**config.mk**
```make
export PLATFORM = sky130hd
export DESIGN_NAME = rftf_formatter
export DESIGN_NICKNAME = d
export VERILOG_FILES = /design/src/design/rftf_pkg.sv /design/src/design/rftf_formatter.sv
export SDC_FILE = /design/constraint.sdc
export NUM_CORES = 1
export LEC_CHECK = 0
export ABC_AREA = 0
export BUFFER_PORTS_ARGS = -buffer_cell sky130_fd_sc_hd__buf_2
export CORE_MARGIN = 3
export CORE_UTILIZATION = 65
export DETAILED_ROUTE_END_ITERATION = 16
export PLACE_DENSITY = 0.83
export SKIP_LAST_GASP = 1
export SYNTH_ARGS = -nofsm -noshare
export SYNTH_HDL_FRONTEND = slang
export SYNTH_SLANG_ARGS = --single-unit
```
**constraint.sdc**
```tcl
create_clock -name clk_i -period 18.7 [get_ports clk_i]
set_input_delay 0.935 -clock clk_i [delete_from_list [all_inputs] [get_ports clk_i]]
set_output_delay 0.935 -clock clk_i [all_outputs]
set_load 0.01 [all_outputs]
```
**src/design/rftf_pkg.sv**
```systemverilog
package rftf_pkg;
    // clock and timing
    localparam int          CLK_HZ          = 25_000_000;
    localparam int          CLK_NS          = 1_000_000_000 / CLK_HZ;
    localparam int          PPS_TIMEOUT_MS  = 1500;
    localparam int          PPS_TIMEOUT_CYC = PPS_TIMEOUT_MS * (CLK_HZ / 1000);
    localparam logic [47:0] DAY_NS          = 48'h4E94_914F_0000;
    // payload lengths in bytes, A/C mask, field digit counts
    localparam logic [9:0]  SHORT_BYTES     = 10'h007;
    localparam logic [9:0]  LONG_BYTES      = 10'h00E;
    localparam logic [9:0]  AC_BYTES        = 10'h002;
    localparam logic [7:0]  AC_OCTAL_MASK   = 8'h77;
    localparam logic [3:0]  TS1_DIGITS      = 4'h8;
    localparam logic [3:0]  TS24_DIGITS     = 4'hC;
    localparam logic [3:0]  DEC_COMMA_SUB   = 4'h4;
    // ascii
    localparam logic [7:0]  CH_STAR  = 8'h2A;
    localparam logic [7:0]  CH_SEMI  = 8'h3B;
    localparam logic [7:0]  CH_OPEN  = 8'h28;
    localparam logic [7:0]  CH_CLOSE = 8'h29;
    localparam logic [7:0]  CH_COMMA = 8'h2C;
    localparam logic [7:0]  CH_MINUS = 8'h2D;
    localparam logic [7:0]  CH_ZERO  = 8'h30;
    localparam logic [7:0]  CH_A     = 8'h41;
    localparam logic [7:0]  CH_CR    = 8'h0D;
    localparam logic [7:0]  CH_LF    = 8'h0A;

    typedef enum logic [1:0] {
        RFTF_SHORT = 2'h0,
        RFTF_LONG  = 2'h1,
        RFTF_AC    = 2'h2,
        RFTF_UAT   = 2'h3
    } rftf_kind_t;

    typedef struct packed {
        rftf_kind_t         kind;
        logic signed [7:0]  signal_strength_field;
        logic [7:0]         signal_quality_field;
    } rftf_hdr_t;

    typedef struct packed {
        rftf_hdr_t   hdr;
        logic        first;
        logic        last;
        logic [7:0]  data;
    } rftf_byte_t;

    typedef enum logic [3:0] {
        ST_IDLE  = 4'h0,
        ST_STAR  = 4'h1,
        ST_PAY   = 4'h3,
        ST_SEMI  = 4'h2,
        ST_OPEN  = 4'h6,
        ST_SS    = 4'h7,
        ST_SQ    = 4'h5,
        ST_TS1   = 4'h4,
        ST_TS2   = 4'hC,
        ST_CLOSE = 4'hD,
        ST_CR    = 4'hF,
        ST_LF    = 4'hE
    } rftf_state_t;
endpackage : rftf_pkg

```
**src/design/rftf_formatter.sv**
```systemverilog
// Contract
// - each line opens with asterisk; semicolon closes payload before trailer
// - payload goes out as hex characters, high nibble first
// - bytes pass through unchecked, no validation of any kind
// - trailer in parentheses, comma separated, line ends CR LF
// - strength signed decimal dBm, quality decimal dB
// - first timestamp: hex nanoseconds since last pulse edge
// - second timestamp: hex nanoseconds since midnight
// - timestamps only while pulse input is live, else left empty
// - short frame carries 7 bytes, long frame 14 bytes
// - every A/C reply goes out as four octal digits
// - A/C word bits 15, 11, 7, 3 are zero
// - UAT frames including uplink go out in same hex form
// - UAT trailer: strength, corrected errors, pulse timestamp only
`timescale 1ns/1ns
module rftf_formatter
    import rftf_pkg::*;
#(
    parameter int PPS_TIMEOUT = PPS_TIMEOUT_CYC
) (
    input  wire logic       clk_i,
    input  wire logic       rst_b_i,
    input  wire rftf_byte_t in_byte_i,
    input  wire logic       in_valid_i,
    output logic            in_ready_o,
    input  wire logic       pulse_per_second_input_i,
    input  wire logic       midnight_zero_i,
    output logic [7:0]      out_char_o,
    output logic            out_valid_o,
    input  wire logic       out_ready_i,
    output logic            ts_valid_o
);
    function automatic logic [7:0] hex_ch(input logic [3:0] n);
        hex_ch = (n < 4'hA) ? CH_ZERO + {4'h0, n} : CH_A + {4'h0, n} - 8'h0A;
    endfunction : hex_ch

    // {emit, char} for one step of an unpadded decimal field
    function automatic logic [8:0] dec_step(input logic [7:0] mag, input logic neg, input logic [3:0] sub);
        logic [7:0] h;
        logic [7:0] t;
        logic [7:0] u;
        h = mag / 8'h64;
        t = (mag / 8'h0A) % 8'h0A;
        u = mag % 8'h0A;
        unique case (sub)
            4'h0:    dec_step = {neg, CH_MINUS};
            4'h1:    dec_step = {h != 8'h00, CH_ZERO + h};
            4'h2:    dec_step = {(h != 8'h00) || (t != 8'h00), CH_ZERO + t};
            4'h3:    dec_step = {1'b1, CH_ZERO + u};
            default: dec_step = {1'b1, CH_COMMA};
        endcase
    endfunction : dec_step

    // {emit, char} for one hex digit with leading zeros dropped
    function automatic logic [8:0] hex_step(input logic [47:0] v, input logic [3:0] idx, input logic lead,
                                            input logic last, input logic ok);
        logic [3:0] d;
        d = v[{idx, 2'b00} +: 4];
        hex_step = {ok && (lead || d != 4'h0 || last), hex_ch(d)};
    endfunction : hex_step

    // reset release synchroniser
    logic rst_meta_r;
    logic rst_sync_r;
    always_ff @(posedge clk_i or negedge rst_b_i) begin
        if (!rst_b_i) begin
            rst_meta_r <= 1'b0;
            rst_sync_r <= 1'b0;
        end else begin
            rst_meta_r <= 1'b1;
            rst_sync_r <= rst_meta_r;
        end
    end

    // pin synchronisers, pulse and midnight inputs are asynchronous
    logic [1:0] pps_sr_r;
    logic [1:0] mid_sr_r;
    logic       pps_prev_r;
    always_ff @(posedge clk_i or negedge rst_sync_r) begin
        if (!rst_sync_r) begin
            pps_sr_r   <= 2'h0;
            mid_sr_r   <= 2'h0;
            pps_prev_r <= 1'b0;
        end else begin
            pps_sr_r   <= {pps_sr_r[0], pulse_per_second_input_i};
            mid_sr_r   <= {mid_sr_r[0], midnight_zero_i};
            pps_prev_r <= pps_sr_r[1];
        end
    end

    // free-running time counters
    logic [31:0] ts1_r, ts1_nxt;
    logic [47:0] tod_r, tod_nxt;
    logic [31:0] age_r, age_nxt;
    logic        lock_r, lock_nxt;
    logic        pps_edge;
    always_comb begin
        pps_edge = pps_sr_r[1] && !pps_prev_r;
        ts1_nxt  = pps_edge ? 32'h0 : ts1_r + 32'(CLK_NS);
        age_nxt  = pps_edge ? 32'h0 : ((age_r >= 32'(PPS_TIMEOUT)) ? age_r : age_r + 32'h1);
        lock_nxt = pps_edge ? 1'b1 : ((age_r >= 32'(PPS_TIMEOUT)) ? 1'b0 : lock_r);
        tod_nxt  = tod_r + 48'(CLK_NS);
        if (tod_nxt >= DAY_NS) begin
            tod_nxt = tod_nxt - DAY_NS;
        end
        if (mid_sr_r[1]) begin
            tod_nxt = 48'h0;
        end
    end
    always_ff @(posedge clk_i or negedge rst_sync_r) begin
        if (!rst_sync_r) begin
            ts1_r  <= 32'h0;
            tod_r  <= 48'h0;
            age_r  <= 32'h0;
            lock_r <= 1'b0;
        end else begin
            ts1_r  <= ts1_nxt;
            tod_r  <= tod_nxt;
            age_r  <= age_nxt;
            lock_r <= lock_nxt;
        end
    end

    // one-byte input holding stage; ready only while it is empty
    rftf_byte_t hold_r, hold_nxt;
    logic       hold_v_r, hold_v_nxt;
    logic       in_rdy_r, in_rdy_nxt;
    logic       take;
    always_comb begin
        hold_nxt   = hold_r;
        hold_v_nxt = hold_v_r && !take;
        if (in_valid_i && in_rdy_r) begin
            hold_nxt   = in_byte_i;
            hold_v_nxt = 1'b1;
        end
        in_rdy_nxt = !hold_v_nxt;
    end
    always_ff @(posedge clk_i or negedge rst_sync_r) begin
        if (!rst_sync_r) begin
            hold_r   <= '0;
            hold_v_r <= 1'b0;
            in_rdy_r <= 1'b0;
        end else begin
            hold_r   <= hold_nxt;
            hold_v_r <= hold_v_nxt;
            in_rdy_r <= in_rdy_nxt;
        end
    end

    // line sequencer
    rftf_state_t st_r, st_nxt;
    rftf_hdr_t   hdr_r, hdr_nxt;
    logic [31:0] cap1_r, cap1_nxt;
    logic [47:0] cap2_r, cap2_nxt;
    logic        capok_r, capok_nxt;
    logic [3:0]  sub_r, sub_nxt;
    logic        lead_r, lead_nxt;
    logic        nib_r, nib_nxt;
    logic [9:0]  cnt_r, cnt_nxt;
    logic        emit, fin, go, room, uat, done;
    logic [7:0]  ch, pay, mag;
    logic [8:0]  step;
    rftf_state_t nst;
    always_comb begin
        st_nxt    = st_r;
        hdr_nxt   = hdr_r;
        cap1_nxt  = cap1_r;
        cap2_nxt  = cap2_r;
        capok_nxt = capok_r;
        sub_nxt   = sub_r;
        lead_nxt  = lead_r;
        nib_nxt   = nib_r;
        cnt_nxt   = cnt_r;
        take      = 1'b0;
        emit      = 1'b0;
        fin       = 1'b0;
        ch        = CH_ZERO;
        nst       = st_r;
        step      = 9'h0;
        uat       = hdr_r.kind == RFTF_UAT;
        // A/C octal digits come out as hex of the masked word
        pay = (hdr_r.kind == RFTF_AC) ? (hold_r.data & AC_OCTAL_MASK) : hold_r.data;
        mag = hdr_r.signal_strength_field[7] ? 8'(-hdr_r.signal_strength_field) : hdr_r.signal_strength_field;
        unique case (hdr_r.kind)
            RFTF_SHORT: done = cnt_r + 10'h1 == SHORT_BYTES;
            RFTF_LONG:  done = cnt_r + 10'h1 == LONG_BYTES;
            RFTF_AC:    done = cnt_r + 10'h1 == AC_BYTES;
            RFTF_UAT:   done = hold_r.last;
        endcase
        unique case (st_r)
            ST_IDLE: begin
                // stray bytes outside a frame are dropped, no checking at all
                if (hold_v_r && !hold_r.first) begin
                    take = 1'b1;
                end
                if (hold_v_r && hold_r.first) begin
                    hdr_nxt   = hold_r.hdr;
                    cap1_nxt  = ts1_r;
                    cap2_nxt  = tod_r;
                    capok_nxt = lock_r;
                    cnt_nxt   = 10'h0;
                    nib_nxt   = 1'b0;
                    st_nxt    = ST_STAR;
                end
            end
            ST_STAR:  begin emit = 1'b1; ch = CH_STAR;  fin = 1'b1; nst = ST_PAY;  end
            ST_PAY: begin
                emit = hold_v_r;
                ch   = hex_ch(nib_r ? pay[3:0] : pay[7:4]);
                fin  = hold_v_r && nib_r && done;
                nst  = ST_SEMI;
            end
            ST_SEMI:  begin emit = 1'b1; ch = CH_SEMI;  fin = 1'b1; nst = ST_OPEN; end
            ST_OPEN:  begin emit = 1'b1; ch = CH_OPEN;  fin = 1'b1; nst = ST_SS;   end
            ST_SS: begin
                step = dec_step(mag, hdr_r.signal_strength_field[7], sub_r);
                fin  = sub_r == DEC_COMMA_SUB;
                nst  = ST_SQ;
            end
            ST_SQ: begin
                step = dec_step(hdr_r.signal_quality_field, 1'b0, sub_r);
                fin  = sub_r == DEC_COMMA_SUB;
                nst  = ST_TS1;
            end
            ST_TS1: begin
                if (sub_r == TS1_DIGITS) begin
                    step = {!uat, CH_COMMA};
                end else begin
                    step = hex_step({16'h0, cap1_r}, TS1_DIGITS - 4'h1 - sub_r, lead_r,
                                    sub_r == TS1_DIGITS - 4'h1, capok_r);
                end
                fin = sub_r == TS1_DIGITS;
                nst = uat ? ST_CLOSE : ST_TS2;
            end
            ST_TS2: begin
                step = hex_step(cap2_r, TS24_DIGITS - 4'h1 - sub_r, lead_r,
                                sub_r == TS24_DIGITS - 4'h1, capok_r);
                fin  = sub_r == TS24_DIGITS - 4'h1;
                nst  = ST_CLOSE;
            end
            ST_CLOSE: begin emit = 1'b1; ch = CH_CLOSE; fin = 1'b1; nst = ST_CR;   end
            ST_CR:    begin emit = 1'b1; ch = CH_CR;    fin = 1'b1; nst = ST_LF;   end
            ST_LF:    begin emit = 1'b1; ch = CH_LF;    fin = 1'b1; nst = ST_IDLE; end
            default:  begin fin = 1'b1; nst = ST_IDLE; end
        endcase
        if (st_r inside {ST_SS, ST_SQ, ST_TS1, ST_TS2}) begin
            emit = step[8];
            ch   = step[7:0];
        end
        // a stalled buffer freezes the sequencer, nothing is lost
        go = (st_r != ST_IDLE) && (!emit || room);
        if (go) begin
            lead_nxt = lead_r || emit;
            sub_nxt  = sub_r + 4'h1;
            if (st_r == ST_PAY && hold_v_r) begin
                nib_nxt = !nib_r;
                take    = nib_r;
                cnt_nxt = nib_r ? cnt_r + 10'h1 : cnt_r;
            end
            if (fin) begin
                st_nxt   = nst;
                sub_nxt  = 4'h0;
                lead_nxt = 1'b0;
            end
        end
    end
    always_ff @(posedge clk_i or negedge rst_sync_r) begin
        if (!rst_sync_r) begin
            st_r    <= ST_IDLE;
            hdr_r   <= '0;
            cap1_r  <= 32'h0;
            cap2_r  <= 48'h0;
            capok_r <= 1'b0;
            sub_r   <= 4'h0;
            lead_r  <= 1'b0;
            nib_r   <= 1'b0;
            cnt_r   <= 10'h0;
        end else begin
            st_r    <= st_nxt;
            hdr_r   <= hdr_nxt;
            cap1_r  <= cap1_nxt;
            cap2_r  <= cap2_nxt;
            capok_r <= capok_nxt;
            sub_r   <= sub_nxt;
            lead_r  <= lead_nxt;
            nib_r   <= nib_nxt;
            cnt_r   <= cnt_nxt;
        end
    end

    // two-entry character buffer, output data and valid registered
    logic [7:0] mem_r [2];
    logic [7:0] mem_nxt [2];
    logic       wp_r, wp_nxt, rp_r, rp_nxt;
    logic [1:0] fcnt_r, fcnt_nxt;
    logic       push, pop;
    logic [7:0] oc_r, oc_nxt;
    logic       ov_r, ov_nxt;
    always_comb begin
        room     = fcnt_r != 2'h2;
        push     = go && emit;
        pop      = ov_r && out_ready_i;
        mem_nxt  = mem_r;
        wp_nxt   = wp_r ^ push;
        rp_nxt   = rp_r ^ pop;
        fcnt_nxt = fcnt_r + {1'b0, push} - {1'b0, pop};
        if (push) begin
            mem_nxt[wp_r] = ch;
        end
        oc_nxt = mem_nxt[rp_nxt];
        ov_nxt = fcnt_nxt != 2'h0;
    end
    always_ff @(posedge clk_i or negedge rst_sync_r) begin
        if (!rst_sync_r) begin
            mem_r  <= '{8'h00, 8'h00};
            wp_r   <= 1'b0;
            rp_r   <= 1'b0;
            fcnt_r <= 2'h0;
            oc_r   <= 8'h00;
            ov_r   <= 1'b0;
        end else begin
            mem_r  <= mem_nxt;
            wp_r   <= wp_nxt;
            rp_r   <= rp_nxt;
            fcnt_r <= fcnt_nxt;
            oc_r   <= oc_nxt;
            ov_r   <= ov_nxt;
        end
    end

    assign out_char_o  = oc_r;
    assign out_valid_o = ov_r;
    assign in_ready_o  = in_rdy_r;
    assign ts_valid_o  = lock_r;
endmodule : rftf_formatter

```
==> Word-level counts from Yosys, hierarchy flattened <==
Index checks and enable logic that the tools add are counted.
{ "totals": {"word_cells": 208, "output_inout_bits": 11, "input_bits": 34, "register_bits": 298} }
{ "classes": {"add_sub_neg": 26, "n_lt_le_gt_ge": 8, "n_reduce_logical": 45, "n_div": 8, "n_bitwise": 4, "eq_ne": 28, "muxes": 52, "shift": 2} }
{ "op_table": {"columns": ["op", "n"], "rows": [
  ["one-hot mux 9 bit (4 select lines)", 3],
  ["2-to-1 mux 32 bit", 3],
  ["2-to-1 mux 48 bit", 2],
  ["indexed part select 48 x 7 -> 4 bit", 2],
  ["2-to-1 mux 8 bit", 10],
  ["one-hot mux 8 bit (7 select lines)", 1],
  ["2-to-1 mux 10 bit", 5],
  ["adder 48 x 6 -> 48 bit, second input constant", 1],
  ["adder 6 x 8 -> 8 bit, first input constant", 6],
  [">= comparator 48 x 47 -> 1 bit, second input constant", 1],
  ["subtractor 48 x 47 -> 48 bit, second input constant", 1],
  ["one-hot mux 4 bit (11 select lines)", 1],
  ["adder 32 x 1 -> 32 bit, second input constant", 1],
  ["adder 32 x 6 -> 32 bit, second input constant", 1],
  [">= comparator 32 x 26 -> 1 bit, second input constant", 1],
  ["remainder unit 8 x 4 -> 8 bit, second input constant", 4],
  ["nonzero test 8 bit", 4],
  ["adder 7 x 4 -> 8 bit, first input constant", 3],
  ["equality test 4 x 3 -> 1 bit, second input constant", 6],
  ["equality test 4 bit, second input constant", 6],
  ["2-to-1 mux 4 bit", 6],
  ["subtractor 8 x 4 -> 8 bit, second input constant", 3],
  ["adder 6 x 4 -> 7 bit, first input constant", 3],
  ["bitwise mux 16 bit", 1],
  ["40 further kinds", 98]
]} }

==> Depth between registers and ports, before layout <==
Gate-level depths: netlist (run 1).
{ "logic_depth": {"word_depth": 17, "mapped_depth": 28, "mapped_depth_nobuf": 27} }

==> Worst setup path after synthesis (run 1) <==
OpenSTA, ideal clock, no wires.
{ "synth_path": {"kind": "register to register", "start": "register hdr_r[8] (netlist bit)", "end": "register ov_r (netlist: out_valid_o)", "t_required_ns": 18.573, "path_buffers": 1, "path_slack_ns": 13.557, "t_arrival_ns": 5.016, "stages_incl_launch_ff": 27, "cell_sequence": "dfrtp_1 > inv_1 > ha_1 > nor3b_1 > o211ai_2 > inv_1 > ha_1 > nor2b_1 > o311a_1 > o311ai_1 > nand3_1 > mux2_2 > ha_1 > nand3b_1 > o21ai_0 > nor2b_1 > o2111ai_1 > a211oi_2 > nor3_2 > buf_2 > inv_1 > ha_1 > inv_1 > ha_1 > xnor2_1 > xnor2_1 > or2_2"} }
{ "synth_between": {"elab_chain_cells": 16} }
{ "synth_rtl": {"columns": ["element", "line", "source"], "rows": [
  ["start, declared", "rftf_formatter.sv:152", "rftf_hdr_t hdr_r, hdr_nxt;"],
  ["start signal, assigned", "rftf_formatter.sv:280", "hdr_r <= hdr_nxt;"],
  ["negation 8 bit", "rftf_formatter.sv:183", "mag = hdr_r.signal_strength_field[7] ? 8'(-hdr_r.signal_strength_field) : hdr_r.signal_strength_field;"],
  ["2-to-1 mux 8 bit (*)", "rftf_formatter.sv:183", null],
  ["divider 8 x 4 -> 8 bit", "rftf_formatter.sv:43", "t = (mag / 8'h0A) % 8'h0A;"],
  ["remainder unit 8 x 4 -> 8 bit", "rftf_formatter.sv:43", null],
  ["nonzero test 8 bit", "rftf_formatter.sv:48", "4'h2: dec_step = {(h != 8'h00) || (t != 8'h00), CH_ZERO + t};"],
  ["logical OR 1 bit", "rftf_formatter.sv:48", null],
  ["one-hot mux 9 bit (4 select lines) (*)", "rftf_formatter.sv:45", "unique case (sub)"],
  ["one-hot mux 9 bit (4 select lines) (*)", "rftf_formatter.sv:190", "unique case (st_r)"],
  ["(+2 left out)", null, null],
  ["logical OR 1 bit", "rftf_formatter.sv:251", "go = (st_r != ST_IDLE) && (!emit || room);"],
  ["logical AND 1 bit", "rftf_formatter.sv:251", null],
  ["logical AND 1 bit (*)", "rftf_formatter.sv:301", "push = go && emit;"],
  ["adder 2 x 1 -> 2 bit (*)", "rftf_formatter.sv:306", "fcnt_nxt = fcnt_r + {1'b0, push} - {1'b0, pop};"],
  ["subtractor 2 x 1 -> 2 bit (*)", "rftf_formatter.sv:306", null],
  ["via fcnt_nxt[1]", "rftf_formatter.sv:295", "logic [1:0] fcnt_r, fcnt_nxt;"],
  ["nonzero test 2 bit (*)", "rftf_formatter.sv:311", "ov_nxt = fcnt_nxt != 2'h0;"],
  ["via ov_nxt", "rftf_formatter.sv:298", "logic ov_r, ov_nxt;"],
  ["end signal, assigned", "rftf_formatter.sv:327", "ov_r <= ov_nxt;"],
  ["end, declared", "rftf_formatter.sv:298", null]
]} }
The timed path passes the listed nets; every way through them passes the cells marked *.
A chain may end at the register's enable or synchronous reset.

==> qor.txt, run 1 <==
final setup fails: 0
CTS H-tree lvls: 1
worst path arrival time: 7.07 ns
core box area: 26100 sq um
Data required, critical path: 19.17 ns
Area growth, synth to finish: 8.23%
f_max: 0.152 GHz
largest fanout on the critical path: 21
Hold-fix buffers, CTS: 0
final slew viol count: 0
Post CTS Setup Buffer Count: 0
Starting Density: 66.3%
ANT cells: 0
CP Capture Type: flop
Ys Warns: 0
CTS tree: built
Synth Flop Type: dfrtp_1
vias in the first global route: 14300
GPL Wtd Cong: 0.965
Net Sw Frac: 42.1%
TritonCTS buffer count: 31
GRT Total Usage: 28.8%
Worst-Skew Late Latency: 0.58 ns
per-cell routed wire length: 17.7 um
DIE HEIGHT: 169 um
reg-to-reg critical path startpoint: hdr_r[9]
DRC: 0
crit path launch type: flop
Non-Filler Cell Area, Final: 18700 sq um
antenna viol nets, final: 0
die width: 169 um
area post-placement: 17600 sq um
slew margin rel.: 17.6%
ys async rst share: 100%
Seq/Total Area, Yosys: 41.5%
status: finished, final reports clean
clock network fraction of total power: 23.5%
Switch Pwr: 1.15 mW
Worst VDD drop: 0.000114 V
Sum Neg Setup Slack: 0 ns
Starting DRT DRC Count: 1677
HP Class: in -> async
Seq pwr share: 31.9%
Setup CP Type: reg -> reg
final hold slack: 0.127 ns
Worst-path clk slew: 0.06 ns
Clock Skew: 0.00823 ns
Worst-Margin Slew: 1.23 ns
global-route wire length before repair: 69500 um
Layout fillers: 1943
share of cells above drive strength 1: 11.4%
CTS Root Cell: clkbuf_16
CTS resizes: 0
Leak Pwr: 8.39 nW
Detail Placement HPWL: 27900 um
first-pass detailed-route iteration total: 5
Max Cap Viol: 0
I/O pin count: 45
Max Buffers Root-to-Sink: 3
Core Rows: 59
Internal: 1.58 mW
combinational power share: 44.6%
nets in the synthesized netlist: 2046
synth unique cells: 96
final net count: 2033
Post-synth EDFFs: 0
global route overflow: 0
total die area: 28600 sq um
vias per cell: 6.26
Syn Inst Count: 1974
Port-buffer cells: 44
TritonCTS Sinks: 286
via count: 14500
RSZ-0062 raised after global routing: no
fin crit period: 6.60 ns
Hold Fails Final Rpt: 0
CP Launch Point: hdr_r[9]
flops & latches, synth: 286
Final period util: 35.3%
largest net degree at the start of global routing: 97
final wirelength: 41000 um
mapped cell area: 17300 sq um
Post-Syn Area per Cell: 8.75 sq um
Cell Pwr Density: 146 nW/um^2
initial antenna violation count: 0
[power groups by stage]
| stage | registers, mW | logic (mW) | clock network, mW |
|---|---|---|---|
| 2_1_floorplan | 0.808 | 0.982 | 0 |
| 5_1_grt | 0.891 | 1.34 | 0.678 |
| 3_3_place_gp | 0.872 | 1.16 | 0 |
| 6_report | 0.872 | 1.22 | 0.643 |
| 3_5_place_dp | 0.878 | 1.19 | 0 |
| 4_1_cts | 0.868 | 1.20 | 0.653 |
[critical path, stage by stage, from the launching register on]
cell and delay (ns):
dfrtp_1 0.47, inv_1 0.12, ha_1 0.24, nor3b_1 0.16
o211ai_2 0.31, inv_1 0.19, ha_1 0.23, nor2b_1 0.17
o311ai_0 0.55, nand2_1 0.12, o21ai_0 0.26, inv_1 0.09
ha_1 0.19, nor2_1 0.15, a21oi_1 0.21, nand3b_1 0.14
o21ai_0 0.08, nor2b_1 0.16, o2111ai_1 0.22, a211oi_2 0.17
nor3_2 0.94, nand2_1 0.60, mux2_2 0.44, mux2_2 0.26
[per-layer routing]
| metal | up-vias | GRT usage (%) | wire length (um) |
|---|---|---|---|
| li1 | 6887 | - | - |
| met1 | 7098 | 39.1 | 17600 |
| met2 | 459 | 48.2 | 19900 |
| met3 | 88 | 3.57 | 2180 |
| met4 | 0 | 10.2 | 1310 |
| met5 | - | 0 | 0 |
[path summary, 6_finish.rpt]
path                                      end  slack (ns)  cells after the start
min in group clk_i                pps_sr_r[1]        0.35                      0
worst max register to register  out_char_o[6]       12.10                     23
max in group asynchronous          hold_r[14]       16.02                      2
worst min register to register    pps_sr_r[1]        0.35                      0
worst max-delay path            out_char_o[6]       12.10                     23
worst min-delay path               rst_sync_r        0.13                      1
[cell type report]
type	count	area (sq um)	share of cell area [%]
well taps	335	419	2.24
multi-input cells	1537	9530	51.0
clock buffers	38	842	4.51
repair buffers	56	310	1.66
inverters	49	184	0.984
flip-flops and latches	286	7160	38.3
clock inverters	20	240	1.29
[layout by cell type, fill, tap and decap left out, drive strengths merged, types with 7 or more instances in the layout]
master	count
nand2	394
dfrtp	286
nor2	188
o21ai	105
xor2	78
a21oi	76
xnor2	66
nand3	59
buf	56
nor3	55
inv	51
mux2	44
ha	38
clkbuf	38
nor2b	33
and3	33
nand4	33
or3	23
nand2b	22
o211ai	22
nor4	22
mux2i	19
o31ai	18
a211oi	16
a31oi	13
mux4	13
and2	12
or2	11
a21o	10
clkinv	10
a22oi	9
o21a	8
o22ai	7
and4	7
[synth_stat cells, drive strengths merged (7+ instances only)]
cell type / count / area [sq um]
nand3: 59 / 305
and2: 12 / 75.1
mux2i: 19 / 190
nand4: 33 / 225
nor4: 22 / 171
o31ai: 18 / 145
buf: 29 / 151
o211ai: 22 / 170
o22ai: 7 / 43.8
mux2: 44 / 495
mux4: 13 / 293
nor3: 55 / 344
xor2: 78 / 683
clkbuf: 73 / 275
o21a: 8 / 60.1
ha: 38 / 475
nand2b: 22 / 138
a22oi: 9 / 72.6
nor2b: 33 / 206
nand2: 394 / 1480
o21ai: 105 / 529
a211oi: 16 / 135
nor2: 188 / 708
inv: 48 / 180
or2: 11 / 68.8
or3: 23 / 144
and4: 7 / 61.3
a31oi: 13 / 81.3
xnor2: 66 / 593
and3: 33 / 206
dfrtp: 286 / 7160
a21o: 10 / 75.1
a21oi: 76 / 380
[through the flow]
stage / setup WS [ns] / utilization, % / power, mW / instances
2_1_floorplan: 10.14 / - / 1.79 / 1974
6_report: 12.10 / 71.7 / 2.73 / 2321
4_1_cts: 12.20 / 71.7 / 2.72 / 2321
3_5_place_dp: 12.22 / 67.6 / 2.07 / 2263
5_1_grt: 11.34 / 71.7 / 2.91 / 2321
3_3_place_gp: 12.40 / 67.6 / 2.03 / 2263
[cell families after synthesis]
family | share of synthesized area [%]
and+or+nand+nor | 25.3
AOI/OAI and AO/OA | 13.9
DFF | 41.5
buffers and inverters | 3.54
xor gates and xnor gates | 7.39
muxes | 5.67
adders and majority gates | 2.75
other | 0.0217
[state kept, by name (all words and copies together), names as in the netlist, 2 cells and up]
name        flops
age_r          32
cap1_r         29
cap2_r         45
cnt_r          10
fcnt_r          2
hdr_r          18
hold_r         28
mem_r          16
mid_sr_r        2
out_char_o      8
pps_sr_r        2
st_r            4
sub_r           4
tod_r          45
ts1_r          29
Note: power is estimated with default switching activity, not from simulation.
==> run 2, diff against run 1 <==
--- a/config.mk
+++ b/config.mk
@@ -8,9 +8,9 @@
 export ABC_AREA = 0
 export BUFFER_PORTS_ARGS = -buffer_cell sky130_fd_sc_hd__buf_2
 export CORE_MARGIN = 3
-export CORE_UTILIZATION = 65
+export CORE_UTILIZATION = 64
 export DETAILED_ROUTE_END_ITERATION = 16
-export PLACE_DENSITY = 0.83
+export PLACE_DENSITY = 0.81
 export SKIP_LAST_GASP = 1
 export SYNTH_ARGS = -nofsm -noshare
 export SYNTH_HDL_FRONTEND = slang
==> constraint.sdc (replaced) <==
create_clock -name clk_i -period 6.7 [get_ports clk_i]
set_input_delay 0.335 -clock clk_i [delete_from_list [all_inputs] [get_ports clk_i]]
set_output_delay 0.335 -clock clk_i [all_outputs]
set_load 0.01 [all_outputs]
==> qor.txt, run 2 (synthesis results as in run 1) <==
ANT cells: 0
worst path arrival time: 6.36 ns
vias in the first global route: 14200
Worst-Margin Slew: 1.07 ns
HP Class: in -> reg
CP endpoint: out_char_o[6]
Cell Pwr Density: 405 nW/um^2
crit path launch type: flop
TritonCTS Sinks: 286
CTS H-tree lvls: 1
CTS resizes: 0
CP Capture Type: flop
combinational power share: 44.8%
Net Sw Frac: 41.7%
status: finished, final reports clean
Largest regs: cap2_r (45), tod_r (45), age_r (32)
Data required, critical path: 7.14 ns
Port-buffer cells: 44
Clock Skew: 0.0355 ns
largest fanout on the critical path: 21
DRC: 0
core box area: 26300 sq um
Internal: 4.41 mW
final setup margin: 0.774 ns
initial antenna violation count: 0
Detail Placement HPWL: 27800 um
final hold slack: 0.00920 ns
I/O pin count: 45
final wirelength: 40300 um
Hold Fails Final Rpt: 0
largest net degree at the start of global routing: 203
Layout fillers: 2015
Leak Pwr: 8.41 nW
vias per cell: 6.26
GPL Wtd Cong: 0.918
Max Cap Viol: 0
final setup fails: 0
critical-path cell list: inv_1 > ha_1 > nor3b_1 > o211ai_2 > inv_1 > ha_1 > nor2b_1 > o311ai_0 > nand2_1 > o21ai_0 > inv_1 > ha_1 > nor2_1 > a21oi_1 > o21ai_0 > nor2b_1 > o2111ai_1 > a211oi_2 > nor3_2 > buf_4 > nand2_1 > mux2_2 > mux2_2
Final period util: 88.5%
first-pass detailed-route iteration total: 6
die width: 170 um
reg-to-reg critical path startpoint: hdr_r[8]
GRT Total Usage: 28.1%
Max Buffers Root-to-Sink: 3
f_max: 0.169 GHz
slowest stage delay, CP: 0.51 ns
slew margin rel.: 27.9%
via count: 14500
Starting Density: 65.7%
CTS Root Cell: clkbuf_16
RSZ-0062 raised after global routing: no
Setup CP Type: reg -> reg
global route overflow: 0
global-route wire length before repair: 68600 um
R2R depth: 23
total die area: 29000 sq um
CTS tree: built
Worst-Skew Late Latency: 0.58 ns
share of cells above drive strength 1: 11.1%
CP Launch Point: hdr_r[8]
Non-Filler Cell Area, Final: 18700 sq um
Worst-path clk slew: 0.06 ns
most common cell after layout, fill and taps aside: nand2_1
antenna viol nets, final: 0
Reg2Reg Capture Point: out_char_o[6]
DIE HEIGHT: 170 um
Area growth, synth to finish: 8.35%
TritonCTS buffer count: 30
Post CTS Setup Buffer Count: 0
area post-placement: 17600 sq um
Worst VDD drop: 0.000260 V
Slowest cell on crit path: dfrtp_1
fin crit period: 5.93 ns
Sum Neg Setup Slack: 0 ns
clock network fraction of total power: 23.0%
Seq pwr share: 32.2%
final net count: 2036
most frequent cells in the layout: nand2_1 (394), dfrtp_1 (285), nor2_1 (187), o21ai_0 (97), xor2_1 (78)
R2R Setup Slk: 0.77 ns
Starting DRT DRC Count: 1508
final slew viol count: 0
pre-CTS setup slack: 0.875 ns
per-cell routed wire length: 17.4 um
Core Rows: 59
Hold-fix buffers, CTS: 5
Switch Pwr: 3.16 mW
==> run 2: cell types whose count changed in the layout (fill, tap and decap cells not counted), moves of 2 or more <==
cell / before / now
clkbuf_8: 4 / 7
inv_6: 2 / 0
clkinv_4: 2 / 0
clkinvlp_4: 4 / 0
buf_4: 12 / 10
dlygate4sd3_1: 0 / 5
==> run 2: power groups by stage <==
stage	registers (mW)	logic, mW	clock network, mW
floorplan	2.26	2.74	0
global placement	2.44	3.20	0
detailed placement	2.46	3.32	0
CTS	2.43	3.35	1.76
global route	2.49	3.76	1.83
finish	2.44	3.39	1.74
==> run 2: how the worst min path moves through the flow <==
stage	startpoint	end	slack, ns	cells past startpoint
final	in_byte_i[18]	hold_r[18]	0.009	2
after detailed placement	rst_b_i	rst_meta_r	0.12	1
after floorplan	rst_b_i	rst_meta_r	0.04	0
after global routing	in_byte_i[23]	hold_r[23]	0.01	2
after CTS	in_byte_i[18]	hold_r[18]	0.0009	2
after global placement	rst_b_i	rst_meta_r	0.12	1
==> run 2: layer usage <==
metal  track usage [%]  routed length (um)
met4              9.21                1130
met5                 0                   0
met1              38.5               17500
met2              46.9               19400
met3              3.44                2310
==> run 2: worst max-delay path, delay by kind of cell, from the launching register on <==
kind / cells / cell delay, ns
buffers and inverters: 4 / 0.58
multiplexers: 2 / 0.66
flip-flops: 1 / 0.51
AO/OA/AOI/OAI: 7 / 2.10
adder cells (fa/ha/maj): 3 / 0.66
AND/OR/NAND/NOR: 7 / 1.27
==> run 2: cell type report <==
cell class,count,area (sq um),share of cell area [%]
Sequential cell,286,7160,38.3
Timing Repair Buffer,60,365,1.95
Multi-Input combinational cell,1537,9530,50.9
Clock buffer,41,862,4.61
Clock inverter,12,185,0.990
Tap cell,335,419,2.24
Inverter,49,184,0.983
==> run 2: stage by stage <==
step                power (mW)  utilization (%)  cells
floorplan                 5.00                -   1974
finish                    7.57             71.2   2320
global placement          5.64             67.0   2262
global route              8.09             71.2   2320
detailed placement        5.78             67.0   2262
CTS                       7.54             71.2   2320
==> run 3, diff against run 2 <==
--- a/config.mk
+++ b/config.mk
@@ -8,9 +8,9 @@
 export ABC_AREA = 0
 export BUFFER_PORTS_ARGS = -buffer_cell sky130_fd_sc_hd__buf_2
 export CORE_MARGIN = 3
-export CORE_UTILIZATION = 64
+export CORE_UTILIZATION = 65
 export DETAILED_ROUTE_END_ITERATION = 16
-export PLACE_DENSITY = 0.81
+export PLACE_DENSITY = 0.83
 export SKIP_LAST_GASP = 1
 export SYNTH_ARGS = -nofsm -noshare
 export SYNTH_HDL_FRONTEND = slang
==> constraint.sdc (replaced) <==
create_clock -name clk_i -period 7.55 [get_ports clk_i]
set_input_delay 0.3775 -clock clk_i [delete_from_list [all_inputs] [get_ports clk_i]]
set_output_delay 0.3775 -clock clk_i [all_outputs]
set_load 0.005 [all_outputs]
==> qor.txt, run 3 (synthesis results as in run 1) <==
Net Sw Frac: 42.5%
Slowest cell on crit path: nor3_2
final net count: 2032
antenna viol nets, final: 0
largest net degree at the start of global routing: 132
initial antenna violation count: 0
hold path depth: 2
vias in the first global route: 14200
Setup CP Type: reg -> reg
Hold Fails Final Rpt: 0
Seq pwr share: 33.0%
largest fanout on the critical path: 12
clock network fraction of total power: 21.7%
Worst-path clk slew: 0.06 ns
Layout fillers: 1995
Hold-fix buffers, CTS: 3
RSZ-0062 raised after global routing: no
total die area: 28600 sq um
Worst VDD drop: 0.000312 V
slew margin rel.: 15.2%
Max Buffers Root-to-Sink: 3
R2R depth: 28
worst path arrival time: 6.75 ns
Clock Skew: 0.0139 ns
status: finished with violations
violated checks: design-rule violations
most common cell after layout, fill and taps aside: nand2_1
R2R Setup Slk: 1.25 ns
Post CTS Setup Buffer Count: 0
Leak Pwr: 8.34 nW
I/O pin count: 45
core box area: 26100 sq um
final hold slack: 0.0382 ns
Area growth, synth to finish: 7.61%
Final period util: 83.4%
global-route wire length before repair: 69600 um
Worst Hold Launch: in_byte_i[7]
most frequent cells in the layout: nand2_1 (394), dfrtp_1 (285), nor2_1 (187), o21ai_0 (97), xor2_1 (78)
Switch Pwr: 2.81 mW
per-cell routed wire length: 17.9 um
reg-to-reg critical path startpoint: hdr_r[8]
Max Cap Viol: 0
CTS H-tree lvls: 1
vias per cell: 6.28
first-pass detailed-route iteration total: 12
final setup fails: 0
TritonCTS buffer count: 29
Worst-Skew Late Latency: 0.57 ns
CTS Root Cell: clkbuf_16
crit path launch type: flop
CP Capture Type: flop
share of cells above drive strength 1: 10.9%
Detail Placement HPWL: 28300 um
Reg2Reg Capture Point: out_valid_o
combinational power share: 45.3%
Starting DRT DRC Count: 1758
Largest regs: cap2_r (45), tod_r (45), age_r (32)
DIE HEIGHT: 169 um
f_max: 0.159 GHz
Hold Path End: hold_r[7]
HP Class: in -> reg
Worst-Margin Slew: 1.27 ns
ANT cells: 0
Core Rows: 59
TritonCTS Sinks: 286
final wirelength: 41400 um
Cell Pwr Density: 356 nW/um^2
FF+latch area: 7160 sq um
GPL Wtd Cong: 0.960
fin crit period: 6.30 ns
die width: 169 um
Port-buffer cells: 44
Internal: 3.80 mW
Starting Density: 66.3%
final slew viol count: 0
Sum Neg Setup Slack: 0 ns
slowest stage delay, CP: 0.60 ns
via count: 14500
area of the multi-input gates: 9530 sq um
Data required, critical path: 8.00 ns
global route overflow: 0
CTS resizes: 0
DRC: 1
CTS tree: built
GRT Total Usage: 28.9%
==> run 3: cell count changes in the layout (fill, tap and decap cells not counted), sizes merged <==
cell / change
inv: +1
clkinvlp: +3
buf: -1
clkinv: -4
dlygate4sd3: -2
bufinv: -3
clkbuf: +1
==> run 3: cell type report <==
class,count,area share [%]
sequential,286,38.5
clock buffer,42,4.60
tap,335,2.26
timing repair buffer,57,1.82
inverter,49,0.990
multi-input combinational,1537,51.3
clock inverter,9,0.498
==> run 3: per-layer routing <==
layer | track usage [%] | vias up | wire length, um | part of all wire (%)
li1 | - | 6852 | - | -
met1 | 40.0 | 7082 | 17800 | 43
met2 | 48.4 | 516 | 20000 | 48
met3 | 3.53 | 92 | 2410 | 5.8
met4 | 8.47 | 0 | 1200 | 2.9
met5 | 0 | - | 0 | 0
==> run 3: worst max-delay path by stage <==
stage	startpoint	to	slack [ns]	depth (start not counted)
after floorplan	hdr_r[8]	out_valid_o	2.41	26
after global placement	hdr_r[8]	out_valid_o	1.47	28
after detailed placement	hdr_r[8]	out_valid_o	1.32	28
after CTS	hdr_r[9]	out_valid_o	1.30	28
after global routing	hdr_r[9]	out_valid_o	0.56	28
final	hdr_r[8]	out_valid_o	1.25	28
==> run 3: metrics by stage <==
step                std cells  util, %  worst slack (ns)  total power, mW  cell area, sq um
global placement         2261     67.5              1.47             5.02             17600
global route             2315     71.3             0.564             7.08             18600
finish                   2315     71.3              1.25             6.61             18600
floorplan                1974        -              2.41             4.43             17300
detailed placement       2261     67.5              1.32             5.12             17600
CTS                      2315     71.3              1.30             6.58             18600
==> run 3: critical path, delay by kind of cell, from the launching register on <==
family	cells	cell delay, ns
AND/OR/NAND/NOR	8	1.75
buffers and inverters	6	0.75
flip-flops	1	0.51
XOR/XNOR	2	0.27
AO/OA/AOI/OAI	7	1.79
adder cells (fa/ha/maj)	5	1.11
==> run 3: power groups by stage <==
stage	sequential, mW	combinational (mW)	clock (mW)
after floorplan	1.99	2.43	0
after detailed placement	2.20	2.92	0
after global placement	2.18	2.84	0
after global routing	2.23	3.33	1.51
after CTS	2.18	2.95	1.45
final	2.18	2.99	1.43
